`config.mk`:
```
export PLATFORM = sky130hd
export DESIGN_NAME = term_regs
export DESIGN_NICKNAME = d
export VERILOG_FILES = /design/src/hw/term_regs_pkg.sv /design/src/hw/term_regs.sv
export SDC_FILE = /design/constraint.sdc
export NUM_CORES = 1
export LEC_CHECK = 0
export BUFFER_PORTS_ARGS = -buffer_cell sky130_fd_sc_hd__buf_4
export CORE_AREA = 2 2 118 120
export CTS_CLUSTER_SIZE = 30
export DETAILED_ROUTE_END_ITERATION = 16
export DIE_AREA = 0 0 120 122
export PLACE_DENSITY = 0.67
export SLEW_MARGIN = 15
export SYNTH_ARGS = -nofsm -noshare
export SYNTH_HDL_FRONTEND = slang
export SYNTH_SLANG_ARGS = --single-unit
```
`constraint.sdc`:
```
create_clock -name sys_clk -period 4.2 [get_ports sys_clk]
set_input_delay 0.84 -clock sys_clk [delete_from_list [all_inputs] [get_ports sys_clk]]
set_output_delay 0.84 -clock sys_clk [all_outputs]
set_load 0.005 [all_outputs]
```
`src/hw/term_regs_pkg.sv`:
```
/*
 * constants for the terminal host control register bank: register
 * locations, field positions, reset values, tag timebase figures.
 * assumes a 16-bit host data path and word-indexed register locations.
 */
package term_regs_pkg;
    // register locations (word index on the host port)
    localparam logic [4:0] LOC_CONFIG2 = 5'h02;
    localparam logic [4:0] LOC_STACK_CMD = 5'h03;
    localparam logic [4:0] LOC_CTRL_WORD = 5'h04;
    localparam logic [15:0] CONFIG2_RESET = 16'h0000;
    localparam logic [15:0] CTRL_WORD_RESET = 16'h0000;
    localparam logic [15:0] ZERO_WORD = 16'h0000;
    // reserved command bits 15:12 and 8, never fired
    localparam logic [15:0] CMD_RESERVED_MASK = 16'hf100;

    // second configuration register fields
    localparam int CF_RECEIVE_DOUBLE_BUFFER = 12;
    localparam int CF_OVERWRITE = 11;
    localparam int CF_WRAP = 10;
    localparam int CF_RES_HI = 9;
    localparam int CF_RES_LO = 7;
    localparam int CF_SYNC_CLR = 6;
    localparam int CF_SYNC_DAT = 5;
    localparam int CF_CLR_READ = 4;
    localparam int CF_LEVEL = 3;
    localparam int CF_SRV_CLR = 2;
    localparam int CF_PER_SA = 1;
    localparam int CF_BCST_SEP = 0;

    // start/reset command bits
    localparam int CMD_ONLINE = 11;
    localparam int CMD_ST_CLR = 10;
    localparam int CMD_RAM_ST = 9;
    localparam int CMD_LOGIC_ST = 7;
    localparam int CMD_HALT_MSG = 6;
    localparam int CMD_HALT_FRM = 5;
    localparam int CMD_TAG_STEP = 4;
    localparam int CMD_TAG_CLR = 3;
    localparam int CMD_IRQ_CLR = 2;
    localparam int CMD_START = 1;
    localparam int CMD_SOFT_RST = 0;

    // controller message control word fields
    localparam int CW_SEND_TAG = 15;
    localparam int CW_MASK_ME = 14;
    localparam int CW_MASK_SRQ = 13;
    localparam int CW_MASK_BSY = 12;
    localparam int CW_MASK_SSF = 11;
    localparam int CW_MASK_TF = 10;
    localparam int CW_MASK_RSV = 9;
    localparam int CW_RETRY = 8;
    localparam int CW_BUS_A = 7;
    localparam int CW_LOOPBACK = 6;
    localparam int CW_MASK_BCR = 5;
    localparam int CW_EOM_IRQ = 4;
    localparam int CW_REV_A = 3;
    localparam int CW_FMT_HI = 2;

    // received status word bit positions
    localparam int SW_ME = 10;
    localparam int SW_SRQ = 8;
    localparam int SW_RSV_HI = 7;
    localparam int SW_RSV_LO = 5;
    localparam int SW_BCR = 4;
    localparam int SW_BSY = 3;
    localparam int SW_SSF = 2;
    localparam int SW_TF = 0;

    // tag resolution codes and timebase
    localparam logic [2:0] RES_MANUAL = 3'h6;
    localparam logic [2:0] RES_EXTERNAL = 3'h7;
    localparam int CLK_MHZ = 25;
    localparam int RES_COARSE_US = 64;
    localparam int PRESCALE_W = 11;
    localparam int IRQ_PULSE_NS = 500;
    localparam int CLK_PERIOD_NS = 40;
    localparam int IRQ_PULSE_CYC =
        (IRQ_PULSE_NS + CLK_PERIOD_NS - 1) / CLK_PERIOD_NS;

    // message formats
    typedef enum logic [2:0] {
        FMT_CTRL_TO_TERM = 3'b000,
        FMT_TERM_TO_TERM = 3'b001,
        FMT_BCAST = 3'b010,
        FMT_BCAST_T2T = 3'b011,
        FMT_MODE = 3'b100,
        FMT_UNUSED_A = 3'b101,
        FMT_BCAST_MODE = 3'b110,
        FMT_UNUSED_B = 3'b111
    } msg_format_t;

    // receive buffering choice
    typedef enum logic [1:0] {
        BUF_SINGLE = 2'b00,
        BUF_DOUBLE = 2'b01,
        BUF_PER_SA = 2'b10
    } rx_buffer_t;
endpackage

```
`src/hw/term_regs.sv`:
```
/*
 * host control register bank of a dual-redundant terminal: second
 * configuration register, stack pointer / start-reset command location,
 * controller message control word, plus the time tag counter and the
 * interrupt output shaping these registers steer.
 * assumes host strobes are one-cycle pulses synchronous to sys_clk and
 * that the protocol engines supply the event inputs as one-cycle pulses.
 */
// Operation
// - overwrite bit lets bad circular data be overwritten
// - wrap bit zero gives 256 word buffers
// - resolution codes 0-5 give 64 to 2 us
// - code 110 steps tag on host command
// - code 111 steps tag on external clock
// - sync-clear bit zeroes tag on sync
// - sync-data bit loads or sends tag word
// - status clears on read or by command
// - level mode holds irq, else 500ns pulse
// - auto-clear drops service bit after vector command
// - enhanced bit picks per-subaddress or global buffering
// - separation bit splits broadcast data storage
// - stack location reads stack or instruction pointer
// - self-test completion or online bit restarts terminal
// - command bits start self-tests, clear results
// - halt at message end or frame end
// - command bits clear tag and interrupt status
// - command bits start controller/monitor, software reset
// - set mask bits ignore received status bits
// - control word bit sends tag as sync word
// - bus select, loopback and retry enable
// - low three bits choose message format
// - double-buffer bit enables receive double buffering unless the per-subaddress bit is set
// - second configuration register read/write at 0x2
`timescale 1ns/10ps
`default_nettype none
module term_regs
    import term_regs_pkg::*;
#(
    parameter int DATA_W = 16,
    parameter int ADDR_W = 5
) (
    input wire logic sys_clk,
    input wire logic sys_rst,
    input wire logic [ADDR_W-1:0] host_addr,
    input wire logic host_wr_stb,
    input wire logic host_rd_stb,
    input wire logic [DATA_W-1:0] host_wdata,
    output logic [DATA_W-1:0] host_rdata,
    output logic host_rdata_valid,
    input wire logic [DATA_W-1:0] cmd_stack_ptr,
    input wire logic [DATA_W-1:0] instr_list_ptr,
    input wire logic enhanced_ctrl_mode,
    input wire logic terminal_mode,
    input wire logic tag_ext_clk,
    input wire logic sync_cmd_seen,
    input wire logic sync_data_seen,
    input wire logic [DATA_W-1:0] sync_data_word,
    output logic [DATA_W-1:0] tag_count,
    output logic send_tag_as_sync,
    input wire logic status1_read,
    input wire logic status2_read,
    output logic status1_clear,
    output logic status2_clear,
    input wire logic irq_event,
    input wire logic irq_status_pending,
    output logic irq_n,
    input wire logic tx_vector_done,
    output logic service_bit_clear,
    input wire logic selftest_done,
    output logic terminal_online,
    output logic [DATA_W-1:0] cmd_pulse,
    output logic overwrite_bad_circular_data,
    output logic short_buffer_wrap,
    output rx_buffer_t rx_buffer_mode,
    output logic broadcast_data_separate,
    input wire logic [DATA_W-1:0] rx_status_word,
    output logic status_flagged,
    output logic primary_bus_select,
    output logic offline_loopback_test,
    output logic retry_allow,
    output logic message_end_irq_request,
    output logic protocol_revision_select,
    output msg_format_t message_format_code,
    output logic format_unused
);
    ////////////////////////////////////////////////////////////////////
    // registers and decode
    logic [DATA_W-1:0] config2_q; // second configuration
    logic [DATA_W-1:0] ctrl_word_q; // controller message control word
    logic [DATA_W-1:0] cmd_q; // self-clearing command pulses
    logic [DATA_W-1:0] rdata_q; // registered read data
    logic rvalid_q; // read data valid
    logic [DATA_W-1:0] tag_q; // time tag counter
    logic [PRESCALE_W-1:0] presc_q; // internal timebase divider
    logic ext_clk_q; // previous external tag clock level
    logic [4:0] irq_cnt_q; // pulse-mode low time left
    logic wr_cfg, wr_cmd, wr_cw; // write decodes
    logic [2:0] res_code; // tag resolution select
    logic [PRESCALE_W-1:0] step_cyc; // cycles per tag step
    logic tag_tick; // one tag advance this cycle
    logic tag_clr; // zero the counter this cycle

    assign wr_cfg = host_wr_stb && host_addr == LOC_CONFIG2;
    assign wr_cmd = host_wr_stb && host_addr == LOC_STACK_CMD;
    assign wr_cw = host_wr_stb && host_addr == LOC_CTRL_WORD;

    // configuration register, host read/write
    always_ff @(posedge sys_clk or posedge sys_rst) begin
        if (sys_rst) begin
            config2_q <= CONFIG2_RESET;
        end else if (wr_cfg) begin
            config2_q <= host_wdata;
        end
    end

    // control word register, host read/write
    always_ff @(posedge sys_clk or posedge sys_rst) begin
        if (sys_rst) begin
            ctrl_word_q <= CTRL_WORD_RESET;
        end else if (wr_cw) begin
            ctrl_word_q <= host_wdata;
        end
    end

    // command bits live for one cycle only; reserved bits are dropped
    // so a careless host cannot fire undefined actions
    always_ff @(posedge sys_clk or posedge sys_rst) begin
        if (sys_rst) begin
            cmd_q <= ZERO_WORD;
        end else if (wr_cmd) begin
            cmd_q <= host_wdata & ~CMD_RESERVED_MASK;
        end else begin
            cmd_q <= ZERO_WORD;
        end
    end
    assign cmd_pulse = cmd_q;

    // read path; the shared location reads the pointer, never commands
    always_ff @(posedge sys_clk or posedge sys_rst) begin
        if (sys_rst) begin
            rdata_q <= ZERO_WORD;
            rvalid_q <= 1'b0;
        end else begin
            rvalid_q <= host_rd_stb;
            if (host_rd_stb) begin
                case (host_addr)
                    LOC_CONFIG2: rdata_q <= config2_q;
                    LOC_STACK_CMD: begin
                        // pointer choice follows controller flavour
                        rdata_q <= enhanced_ctrl_mode ? instr_list_ptr
                                                      : cmd_stack_ptr;
                    end
                    LOC_CTRL_WORD: rdata_q <= ctrl_word_q;
                    default: rdata_q <= ZERO_WORD; // unmapped reads zero
                endcase
            end
        end
    end
    assign host_rdata = rdata_q;
    assign host_rdata_valid = rvalid_q;

    ////////////////////////////////////////////////////////////////////
    // time tag counter
    assign res_code = config2_q[CF_RES_HI:CF_RES_LO];

    // cycles per step: 64 us halved per code step
    always_comb begin
        step_cyc = PRESCALE_W'((RES_COARSE_US * CLK_MHZ) >> res_code);
    end

    // internal divider only runs for the timed codes
    always_ff @(posedge sys_clk or posedge sys_rst) begin
        if (sys_rst) begin
            presc_q <= '0;
        end else if (res_code >= RES_MANUAL || presc_q >= step_cyc - 1'b1) begin
            presc_q <= '0;
        end else begin
            presc_q <= presc_q + 1'b1;
        end
    end

    // external clock edge detect; input already synchronous
    always_ff @(posedge sys_clk or posedge sys_rst) begin
        if (sys_rst) begin
            ext_clk_q <= 1'b0;
        end else begin
            ext_clk_q <= tag_ext_clk;
        end
    end

    always_comb begin
        case (res_code)
            RES_MANUAL: tag_tick = cmd_q[CMD_TAG_STEP];
            RES_EXTERNAL: tag_tick = tag_ext_clk && !ext_clk_q;
            default: tag_tick = presc_q == step_cyc - 1'b1;
        endcase
    end

    assign tag_clr = cmd_q[CMD_TAG_CLR] ||
                     (config2_q[CF_SYNC_CLR] && sync_cmd_seen);

    // clear beats load beats step
    always_ff @(posedge sys_clk or posedge sys_rst) begin
        if (sys_rst) begin
            tag_q <= ZERO_WORD;
        end else if (tag_clr) begin
            tag_q <= ZERO_WORD;
        end else if (config2_q[CF_SYNC_DAT] && terminal_mode &&
                     sync_data_seen) begin
            tag_q <= sync_data_word;
        end else if (tag_tick) begin
            tag_q <= tag_q + 1'b1;
        end
    end
    assign tag_count = tag_q;
    // controller sends tag only when both bits are set
    assign send_tag_as_sync = ctrl_word_q[CW_SEND_TAG] &&
                              config2_q[CF_SYNC_DAT];

    ////////////////////////////////////////////////////////////////////
    // interrupt status clearing and output shaping
    assign status1_clear = cmd_q[CMD_IRQ_CLR] ||
                           (config2_q[CF_CLR_READ] && status1_read);
    assign status2_clear = cmd_q[CMD_IRQ_CLR] ||
                           (config2_q[CF_CLR_READ] && status2_read);

    // pulse mode: fixed low time per new event, retrigger restarts it
    always_ff @(posedge sys_clk or posedge sys_rst) begin
        if (sys_rst) begin
            irq_cnt_q <= '0;
        end else begin
            if (irq_event) begin
                irq_cnt_q <= 5'(IRQ_PULSE_CYC);
            end else if (irq_cnt_q != '0) begin
                irq_cnt_q <= irq_cnt_q - 1'b1;
            end
        end
    end
    // level mode tracks pending status until both registers clear
    assign irq_n = config2_q[CF_LEVEL] ? !irq_status_pending
                                       : (irq_cnt_q == '0);

    ////////////////////////////////////////////////////////////////////
    // terminal service and online control
    assign service_bit_clear = config2_q[CF_SRV_CLR] && tx_vector_done;
    assign terminal_online = selftest_done || cmd_q[CMD_ONLINE];

    ////////////////////////////////////////////////////////////////////
    // buffering options
    assign overwrite_bad_circular_data = config2_q[CF_OVERWRITE];
    assign short_buffer_wrap = !config2_q[CF_WRAP];
    always_comb begin
        if (config2_q[CF_PER_SA]) begin
            rx_buffer_mode = BUF_PER_SA;
        end else if (config2_q[CF_RECEIVE_DOUBLE_BUFFER]) begin
            rx_buffer_mode = BUF_DOUBLE;
        end else begin
            rx_buffer_mode = BUF_SINGLE;
        end
    end
    assign broadcast_data_separate = config2_q[CF_BCST_SEP];

    ////////////////////////////////////////////////////////////////////
    // controller message attributes
    // a mask bit turns its status condition into don't-care
    assign status_flagged =
        (rx_status_word[SW_ME] && !ctrl_word_q[CW_MASK_ME]) ||
        (rx_status_word[SW_SRQ] && !ctrl_word_q[CW_MASK_SRQ]) ||
        (rx_status_word[SW_BSY] && !ctrl_word_q[CW_MASK_BSY]) ||
        (rx_status_word[SW_SSF] && !ctrl_word_q[CW_MASK_SSF]) ||
        (rx_status_word[SW_TF] && !ctrl_word_q[CW_MASK_TF]) ||
        (|rx_status_word[SW_RSV_HI:SW_RSV_LO] &&
         !ctrl_word_q[CW_MASK_RSV]) ||
        (rx_status_word[SW_BCR] && !ctrl_word_q[CW_MASK_BCR]);
    assign primary_bus_select = ctrl_word_q[CW_BUS_A];
    assign offline_loopback_test = ctrl_word_q[CW_LOOPBACK];
    assign retry_allow = ctrl_word_q[CW_RETRY];
    assign message_end_irq_request = ctrl_word_q[CW_EOM_IRQ];
    assign protocol_revision_select = ctrl_word_q[CW_REV_A];
    assign message_format_code = msg_format_t'(ctrl_word_q[CW_FMT_HI:0]);
    assign format_unused = message_format_code == FMT_UNUSED_A ||
                           message_format_code == FMT_UNUSED_B;
endmodule
`default_nettype wire

```
**After elaboration in Yosys (flattened, before gate mapping)**

Index checks and enable logic that the tools add are counted.

- Input bits: 100
- Logic and storage cells: 82
- Register bits after elaboration: 98
- Output and inout port bits: 70

- Add/subtract/negate cells: 4
- Order comparisons: 2
- Mux-type cells: 13
- Reductions and logical operators: 45
- Equality and inequality tests: 8
- Shift operators: 1

Operators with widths:

| cell | count |
|---|---|
| 16-bit two-way mux | 4 |
| 16-bit case mux with 3 select lines | 1 |
| 1-bit logical AND | 18 |
| 16-bit by 1-bit adder with 16-bit output, second input constant | 1 |
| 3-bit equality test, second input constant | 4 |
| 1-bit logical OR | 12 |
| 12-bit two-way mux | 1 |
| 11-bit by 1-bit adder with 11-bit output, second input constant | 1 |
| 11-bit equality test | 1 |
| 11-bit >= comparator | 1 |
| 11-bit two-way mux | 1 |
| 11-bit by 3-bit >> shifter with 11-bit output, first input constant | 1 |
| 11-bit by 1-bit subtractor with 11-bit output, second input constant | 1 |
| 5-bit by 2-bit equality test with 1-bit output, second input constant | 2 |
| 1-bit zero test | 10 |
| 5-bit two-way mux | 2 |
| 5-bit by 3-bit equality test with 1-bit output, second input constant | 1 |
| 5-bit zero test | 1 |
| 5-bit nonzero test | 1 |
| 5-bit by 1-bit subtractor with 5-bit output, second input constant | 1 |
| 3-bit >= comparator, second input constant | 1 |
| 3-bit nonzero test | 1 |
| 3-bit OR reduction | 1 |
| 1-bit two-way mux | 2 |
| 3 further kinds | 3 |

**Depth between registers and ports, before layout**

Gate-level depths: netlist of the first run.

- Depth in word-level cells: 8
- Mapped depth: 16
- Gate-level depth less buffers: 13

**Worst setup path after synthesis of the first run**

OpenSTA, ideal clock, no wires.

- Path kind: register to register
- Start point: reg config2_q[8]
- End point: reg tag_q[2], in the netlist tag_count[2]
- Setup slack: 650 ps
- Stages on the path, launching flop included: 17
- Arrival time: 3414 ps
- Path buffers: 3
- Setup time: 136 ps
- Period minus slack after synthesis: 3550 ps
- Cells stage by stage: dfrtp_1 > clkbuf_1 > inv_1 > ha_1 > nand2_1 > ha_1 > inv_1 > a31oi_1 > a221o_1 > a21o_1 > ha_1 > nand4_1 > or4_1 > clkbuf_1 > buf_2 > a21oi_1 > o32ai_1

- Cells in the longest elaborated chain, start to end: 5

RTL lines:

| element | RTL line | text |
|---|---|---|
| start, declared | term_regs.sv:88 | `logic [DATA_W-1:0] config2_q;` |
| start signal, assigned | term_regs.sv:112 | `config2_q <= host_wdata;` |
| 11-bit by 3-bit >> shifter with 11-bit output | term_regs.sv:168 | `step_cyc = PRESCALE_W'((RES_COARSE_US * CLK_MHZ) >> res_code);` |
| 11-bit by 1-bit subtractor with 11-bit output | term_regs.sv:195 | `default: tag_tick = presc_q == step_cyc - 1'b1;` |
| 11-bit equality test | term_regs.sv:195 |  |
| 1-bit case mux with 2 select lines (*) | term_regs.sv:192 | `case (res_code)` |
| 3-bit nonzero test (no line) (*) | n/a |  |
| end signal, assigned | term_regs.sv:210 | `tag_q <= sync_data_word;` |
| end signal, assigned | term_regs.sv:212 | `tag_q <= tag_q + 1'b1;` |
| end, declared | term_regs.sv:93 | `logic [DATA_W-1:0] tag_q;` |

Mark *: on every way between the ends. The rest lies on a longest branch, timed or not.
A chain may end at the register's enable or synchronous reset.

**Final worst setup path of the first run**

- Start point: reg config2_q[8]
- End point: reg tag_q[4], in the netlist tag_count[4]

The elaborated chain is that of the path after synthesis.

==> results of run 1 <==
## final timing paths
path / startpoint / to / slack [ns] / cells after the start
hold reg to reg: config2_q[14]$_DFFE_PP0P_ / config2_q[14]$_DFFE_PP0P_ / 0.52 / 1
max in group asynchronous: sys_rst / irq_cnt_q[0]$_DFFE_PP0P_ / 2.88 / 3
setup / recovery: config2_q[8]$_DFFE_PP0P_ / tag_count[4]$_DFFE_PP0P_ / 0.43 / 13
setup reg to reg: config2_q[8]$_DFFE_PP0P_ / tag_count[4]$_DFFE_PP0P_ / 0.43 / 13
min in group sys_clk: config2_q[14]$_DFFE_PP0P_ / config2_q[14]$_DFFE_PP0P_ / 0.52 / 1
hold / removal: sys_rst / ctrl_word_q[14]$_DFFE_PP0P_ / 0.47 / 2
## critical path, delay by kind of cell (launching register included)
kind	cells	cell delay, ns
fa+ha+maj	3	0.85
compound gates	4	0.68
simple gates	5	1.36
buf+inv	1	0.23
flops	1	0.49
## routing by layer
layer  share of wire  up-vias  GRT usage
met5               0        -          0
met4           0.023        0    0.09044
met3           0.079       24    0.05946
met2            0.47      203     0.3459
li1                -     2389          -
met1            0.43     2454     0.2706
## flip-flops by register name (all words and copies together) (netlist names)
register          cells
config2_q            16
ctrl_word_q          16
host_rdata           16
tag_count            16
cmd_pulse            11
presc_q              11
irq_cnt_q             5
ext_clk_q             1
host_rdata_valid      1
## stage by stage
step                      instance area [µm²]  setup WS (ns)  std cells  total power [µW]  hold WS (ns)
after floorplan                          5552         0.6499        588              1706        0.4703
after global placement                   6788         0.4255        887              1993        0.4889
after detailed placement                 6788         0.3063        887              2033        0.5052
after CTS                                7066         0.2587        903              2819        0.4801
after global routing                     7069         0.2083        903              2984        0.5147
final                                    7069         0.4329        903              2812        0.4729
## cell usage in the layout (no fill, tap or decap), drive strengths merged, types with 19 or more instances in the layout
cell and count:
ha 21, inv 21, nand2 30, mux2 32, buf 164, dfrtp 93, nand3 21, nor2 49
a21oi 50, o21ai 19, a211oi 29, and2 19
## layout make-up
| class | count | area [µm²] | area share |
|---|---|---|---|
| clock buffer | 11 | 232.7 | 0.03292 |
| clock inverter | 5 | 45.04 | 0.006372 |
| inverter | 22 | 85.08 | 0.01204 |
| multi-input combinational | 428 | 2923 | 0.4135 |
| sequential | 93 | 2327 | 0.3292 |
| tap | 180 | 225.2 | 0.03186 |
| timing repair buffer | 164 | 1231 | 0.1742 |
## cells by family (layout without fill, tap and decap cells)
group / count (synthesis) / in the layout
simple gates: 186 / 186
mux: 49 / 49
other cells: 1 / 5
flops: 93 / 93
xor+xnor: 12 / 12
compound gates: 155 / 155
buf+inv: 67 / 202
fa+ha+maj: 21 / 21
## power groups by stage
stage          Combinational, µW  Clock [µW]  Sequential [µW]
4_1_cts                      848         799             1170
2_1_floorplan                565           0             1140
3_3_place_gp                 810           0             1180
6_report                     849         789             1170
5_1_grt                      945         840             1200
3_5_place_dp                 845           0             1190
==> results.toml, run 1 <==
[run_status]
status = "completed"

[finish]
post_route_cells_drive_above_1_share = 0.3001
fillers = 1243
syn_to_final_growth_pct = 27.68
fin_nets = 839
fin_util = 0.5235
num_antenna_cells = 0

[clocking]
holdBufCountCts = 0
clk-insertion-delay-late_ns = 0.36
tritoncts = "built"
cts_root_buf = "clkbuf_16"
cts.sinks = 93
cts_buffers = 9
cts_max_path_buffers = 2
path_clk_slew_ns = 0.07
cts.htree.levels = 3
ctsResizeCount = 0
post_cts_buffers = 0

[routing]
routed_wirelength_mm = 15.50
num_vias = 5070
drtAntennaViolNets = 0
drtIter0Drc = 476
drt_first_pass_iters = 4
wl_per_cell_um = 17.17
viasPerCell = 5.615
route.detailed.drc = 0

[yosys]
synthAdderAreaFrac = 0.04746
synth-edff-count = 0
synthMuxAreaShare = 0.1026
synth_warnings = 0
synth_top_family_by_area = "compound AO/OA/AOI/OAI gates"
ys.flop_type = "dfrtp_1"
synth_top_area_frac = 0.4203
ys_seq_area_frac = 0.4203
synth-simple-area-share = 0.1742
ys_top_cells_by_area = "dfrtp_1 42%, ha_1 4.7%, a21oi_1 4.5%, mux2_2 4.5%, a211oi_1 3.9%"
synth_top_area_cell = "dfrtp_1"
avgSynthCellArea_um2 = 9.480
synth-xor-area-share = 0.01898
synth.distinct_cells = 64
async_flop_share = 1.000
synth_seq_cells = 93
synthTopCellsByCount = "93 x dfrtp_1, 50 x a21oi_1, 49 x nor2_1, 29 x a211oi_1, 29 x nand2_1"
synth.cell_area_um2 = 5537
syn_inst = 584
yosysMostFrequentCell = "dfrtp_1"
synth_compound_area_frac = 0.1806

[setup_path]
required_ns = 4.42
cp_max_fo = 16
end_kind = "flop"
cp_cell_sequence = "inv_1, ha_1, nand2_1, ha_1, nor2b_1, and3_1, o21ai_0, o211ai_1, ha_1, nand4_1, or4_4, a22oi_1, o22ai_1"
slowest_stage = "or4_4"
path_class = "flop to flop"
cpMostUsedCell = "ha_1"
critical-path-max-stage-delay_ns = 0.71
cp.arrival_ns = 3.99
start_kind = "flop"

[power_and_ir_drop]
swShare = 0.3385
pwr-share-clk = 0.281
seqPwrFrac = 0.418
p_comb_frac = 0.302
p_int_uw = 1860
ir_drop_v = 0.0002133
p_leak_uw = 0.003354
p_sw_uw = 951.6
p_per_area_nw_per_um2 = 397.7

[grt]
grt_use_total = 0.2143
first_global_vias = 4962
antenna_found_initial = 0
grt_max_degree = 40
gr-total-overflow = 0
grt_pass1_wl_mm = 24.91

[timing]
fin_worst_skew_ns = 0.007114
max_freq_ghz = 0.2655
slew_headroom = 0.3319
setup_viol = 0
hold_violations = 0
setup_tns_ns = 0
worst_slew_pin_slew_ns = 1.002
fin_crit_ns = 3.767
rsz0062_at_grt = "no"
period_share = 0.8969
slew_violations = 0

[floorplanning]
initial_core_util = 0.4100
die_width_um = 120
rows = 43
io_pins = 170
dieArea_um2 = 14640
core_area_um2 = 13500
die_height_um = 122

[placed_design]
gp_congestion = 0.8656
hpwl_mm = 11.14
port_buffers = 157

[job]
maxCapViolCount = 0

[hold_path]
hp-class = "input pin to asynchronous set/reset pin"
(Power assumes the default switching activity.)
==> inputs of run 2 (changes only) <==
Settings changed: BUFFER_PORTS_ARGS -buffer_cell sky130_fd_sc_hd__buf_4 to -buffer_cell sky130_fd_sc_hd__buf_2, CTS_BUF_LIST from default to sky130_fd_sc_hd__clkbuf_2 sky130_fd_sc_hd__clkbuf_4 sky130_fd_sc_hd__clkbuf_8.
==> results.toml, run 2 (synthesis gave the netlist of run 1 again) <==
[setup_path]
cp.arrival_ns = 3.97
path_class = "flop to flop"
start_kind = "flop"
cp_cell_sequence = "inv_1, ha_1, nand2_1, ha_1, inv_1, a31oi_1, a221o_1, a21o_1, ha_1, nand4_1, or4_4, a22oi_1, o22ai_1"
slowest_stage = "or4_4"
path_delay_family = "compound AO/OA/AOI/OAI gates"
cpMostUsedCell = "ha_1"
critical-path-max-stage-delay_ns = 0.70
end_kind = "flop"
crit_buf_inv = 2
required_ns = 4.45
cp_max_fo = 16

[clocking]
cts_max_path_buffers = 2
tritoncts = "built"
cts_buffers = 9
cts.sinks = 93
path_clk_slew_ns = 0.10
cts.htree.levels = 3
clk-insertion-delay-late_ns = 0.39
holdBufCountCts = 0
cts_root_buf = "clkbuf_8"

[job]
maxCapViolCount = 0

[placed_design]
gp_congestion = 0.8312
hpwl_mm = 10.86
port_buffers = 157

[power_and_ir_drop]
p_leak_uw = 0.003227
power_uw = 2623
p_per_area_nw_per_um2 = 396.5
ir_drop_v = 0.0001704

[floorplanning]
rows = 43
die_height_um = 122
core_area_um2 = 13500
io_pins = 170
initial_core_util = 0.4100
dieArea_um2 = 14640
die_width_um = 120

[finish]
post_route_cells_drive_above_1_share = 0.3039
final_cell_mix = "157 x buf_2, 93 x dfrtp_1, 50 x a21oi_1"
final_common_cell = "buf_2"
num_antenna_cells = 0
syn_to_final_growth_pct = 19.48
fin_nets = 840

[routing]
num_vias = 5062
routed_wirelength_mm = 15.18
wl_per_cell_um = 16.79
viasPerCell = 5.600
drtIter0Drc = 417
route.detailed.drc = 0
drt_first_pass_iters = 7
drtAntennaViolNets = 0

[timing]
fin_crit_ns = 3.721
rsz0062_at_grt = "no"
slew_violations = 0
hold_ws_ns = 0.5286
setup_tns_ns = 0
slew_headroom = 0.3303
setup_viol = 0
period_share = 0.8860
hold_violations = 0
fin_worst_skew_ns = 0.01306
max_freq_ghz = 0.2687
worst_slew_pin_slew_ns = 1.005

[grt]
antenna_found_initial = 0
grt_pass1_wl_mm = 24.49
grt_max_degree = 50
gr-total-overflow = 0
grt_use_total = 0.2095
first_global_vias = 4906

[hold_path]
hp-class = "flop to flop"

[run_status]
status = "completed"
==> run 2: what timing repair did <==
item | in CTS | in global routing
setup endpoints to repair | 0 | 3
buffers inserted | 0 | 0
resized for setup | 0 | 1
==> run 2: per-stage QoR <==
| stage | cell area [µm²] | util | setup slack [ns] | instances |
|---|---|---|---|---|
| after floorplan | 5552 | - | 0.6499 | 588 |
| final | 6615 | 0.4899 | 0.4787 | 904 |
| after detailed placement | 6402 | 0.4741 | 0.3316 | 888 |
| after global routing | 6615 | 0.4899 | 0.1761 | 904 |
| after global placement | 6402 | 0.4741 | 0.4205 | 888 |
| after CTS | 6611 | 0.4896 | 0.2983 | 904 |
==> run 2: where the power goes <==
group | switching [µW] | internal (µW) | total, µW
clock network | 369 | 295 | 663
registers | 147 | 1020 | 1170
logic | 419 | 374 | 793
total | 934 | 1690 | 2620
==> run 2: cell type report <==
class	count	area, µm²
clock buffer	10	131.4
clock inverter	6	77.57
inverter	22	85.08
fill	1268	6889
multi-input combinational	428	2923
timing repair buffer	165	845.8
sequential	93	2327
tap	180	225.2
==> run 2: worst paths after layout <==
check / start / endpoint / slack (ns) / depth (start not counted)
max: config2_q[8]$_DFFE_PP0P_ / tag_count[3]$_DFFE_PP0P_ / 0.48 / 13
min: config2_q[13]$_DFFE_PP0P_ / config2_q[13]$_DFFE_PP0P_ / 0.53 / 1
max reg2reg: config2_q[8]$_DFFE_PP0P_ / tag_count[3]$_DFFE_PP0P_ / 0.48 / 13
min reg2reg: config2_q[13]$_DFFE_PP0P_ / config2_q[13]$_DFFE_PP0P_ / 0.53 / 1
max in group asynchronous: sys_rst / tag_count[2]$_DFFE_PP0P_ / 2.79 / 3
min in group asynchronous: sys_rst / host_rdata_valid$_DFF_PP0_ / 0.56 / 2
==> run 2: routing by layer <==
metal / part of all wire / routed length (µm) / track usage / up-vias
li1: - / - / - / 2387
met1: 0.43 / 6496 / 0.2704 / 2436
met2: 0.48 / 7229 / 0.3388 / 221
met3: 0.079 / 1192 / 0.05290 / 18
met4: 0.017 / 258 / 0.08088 / 0
met5: 0 / 0 / 0 / -
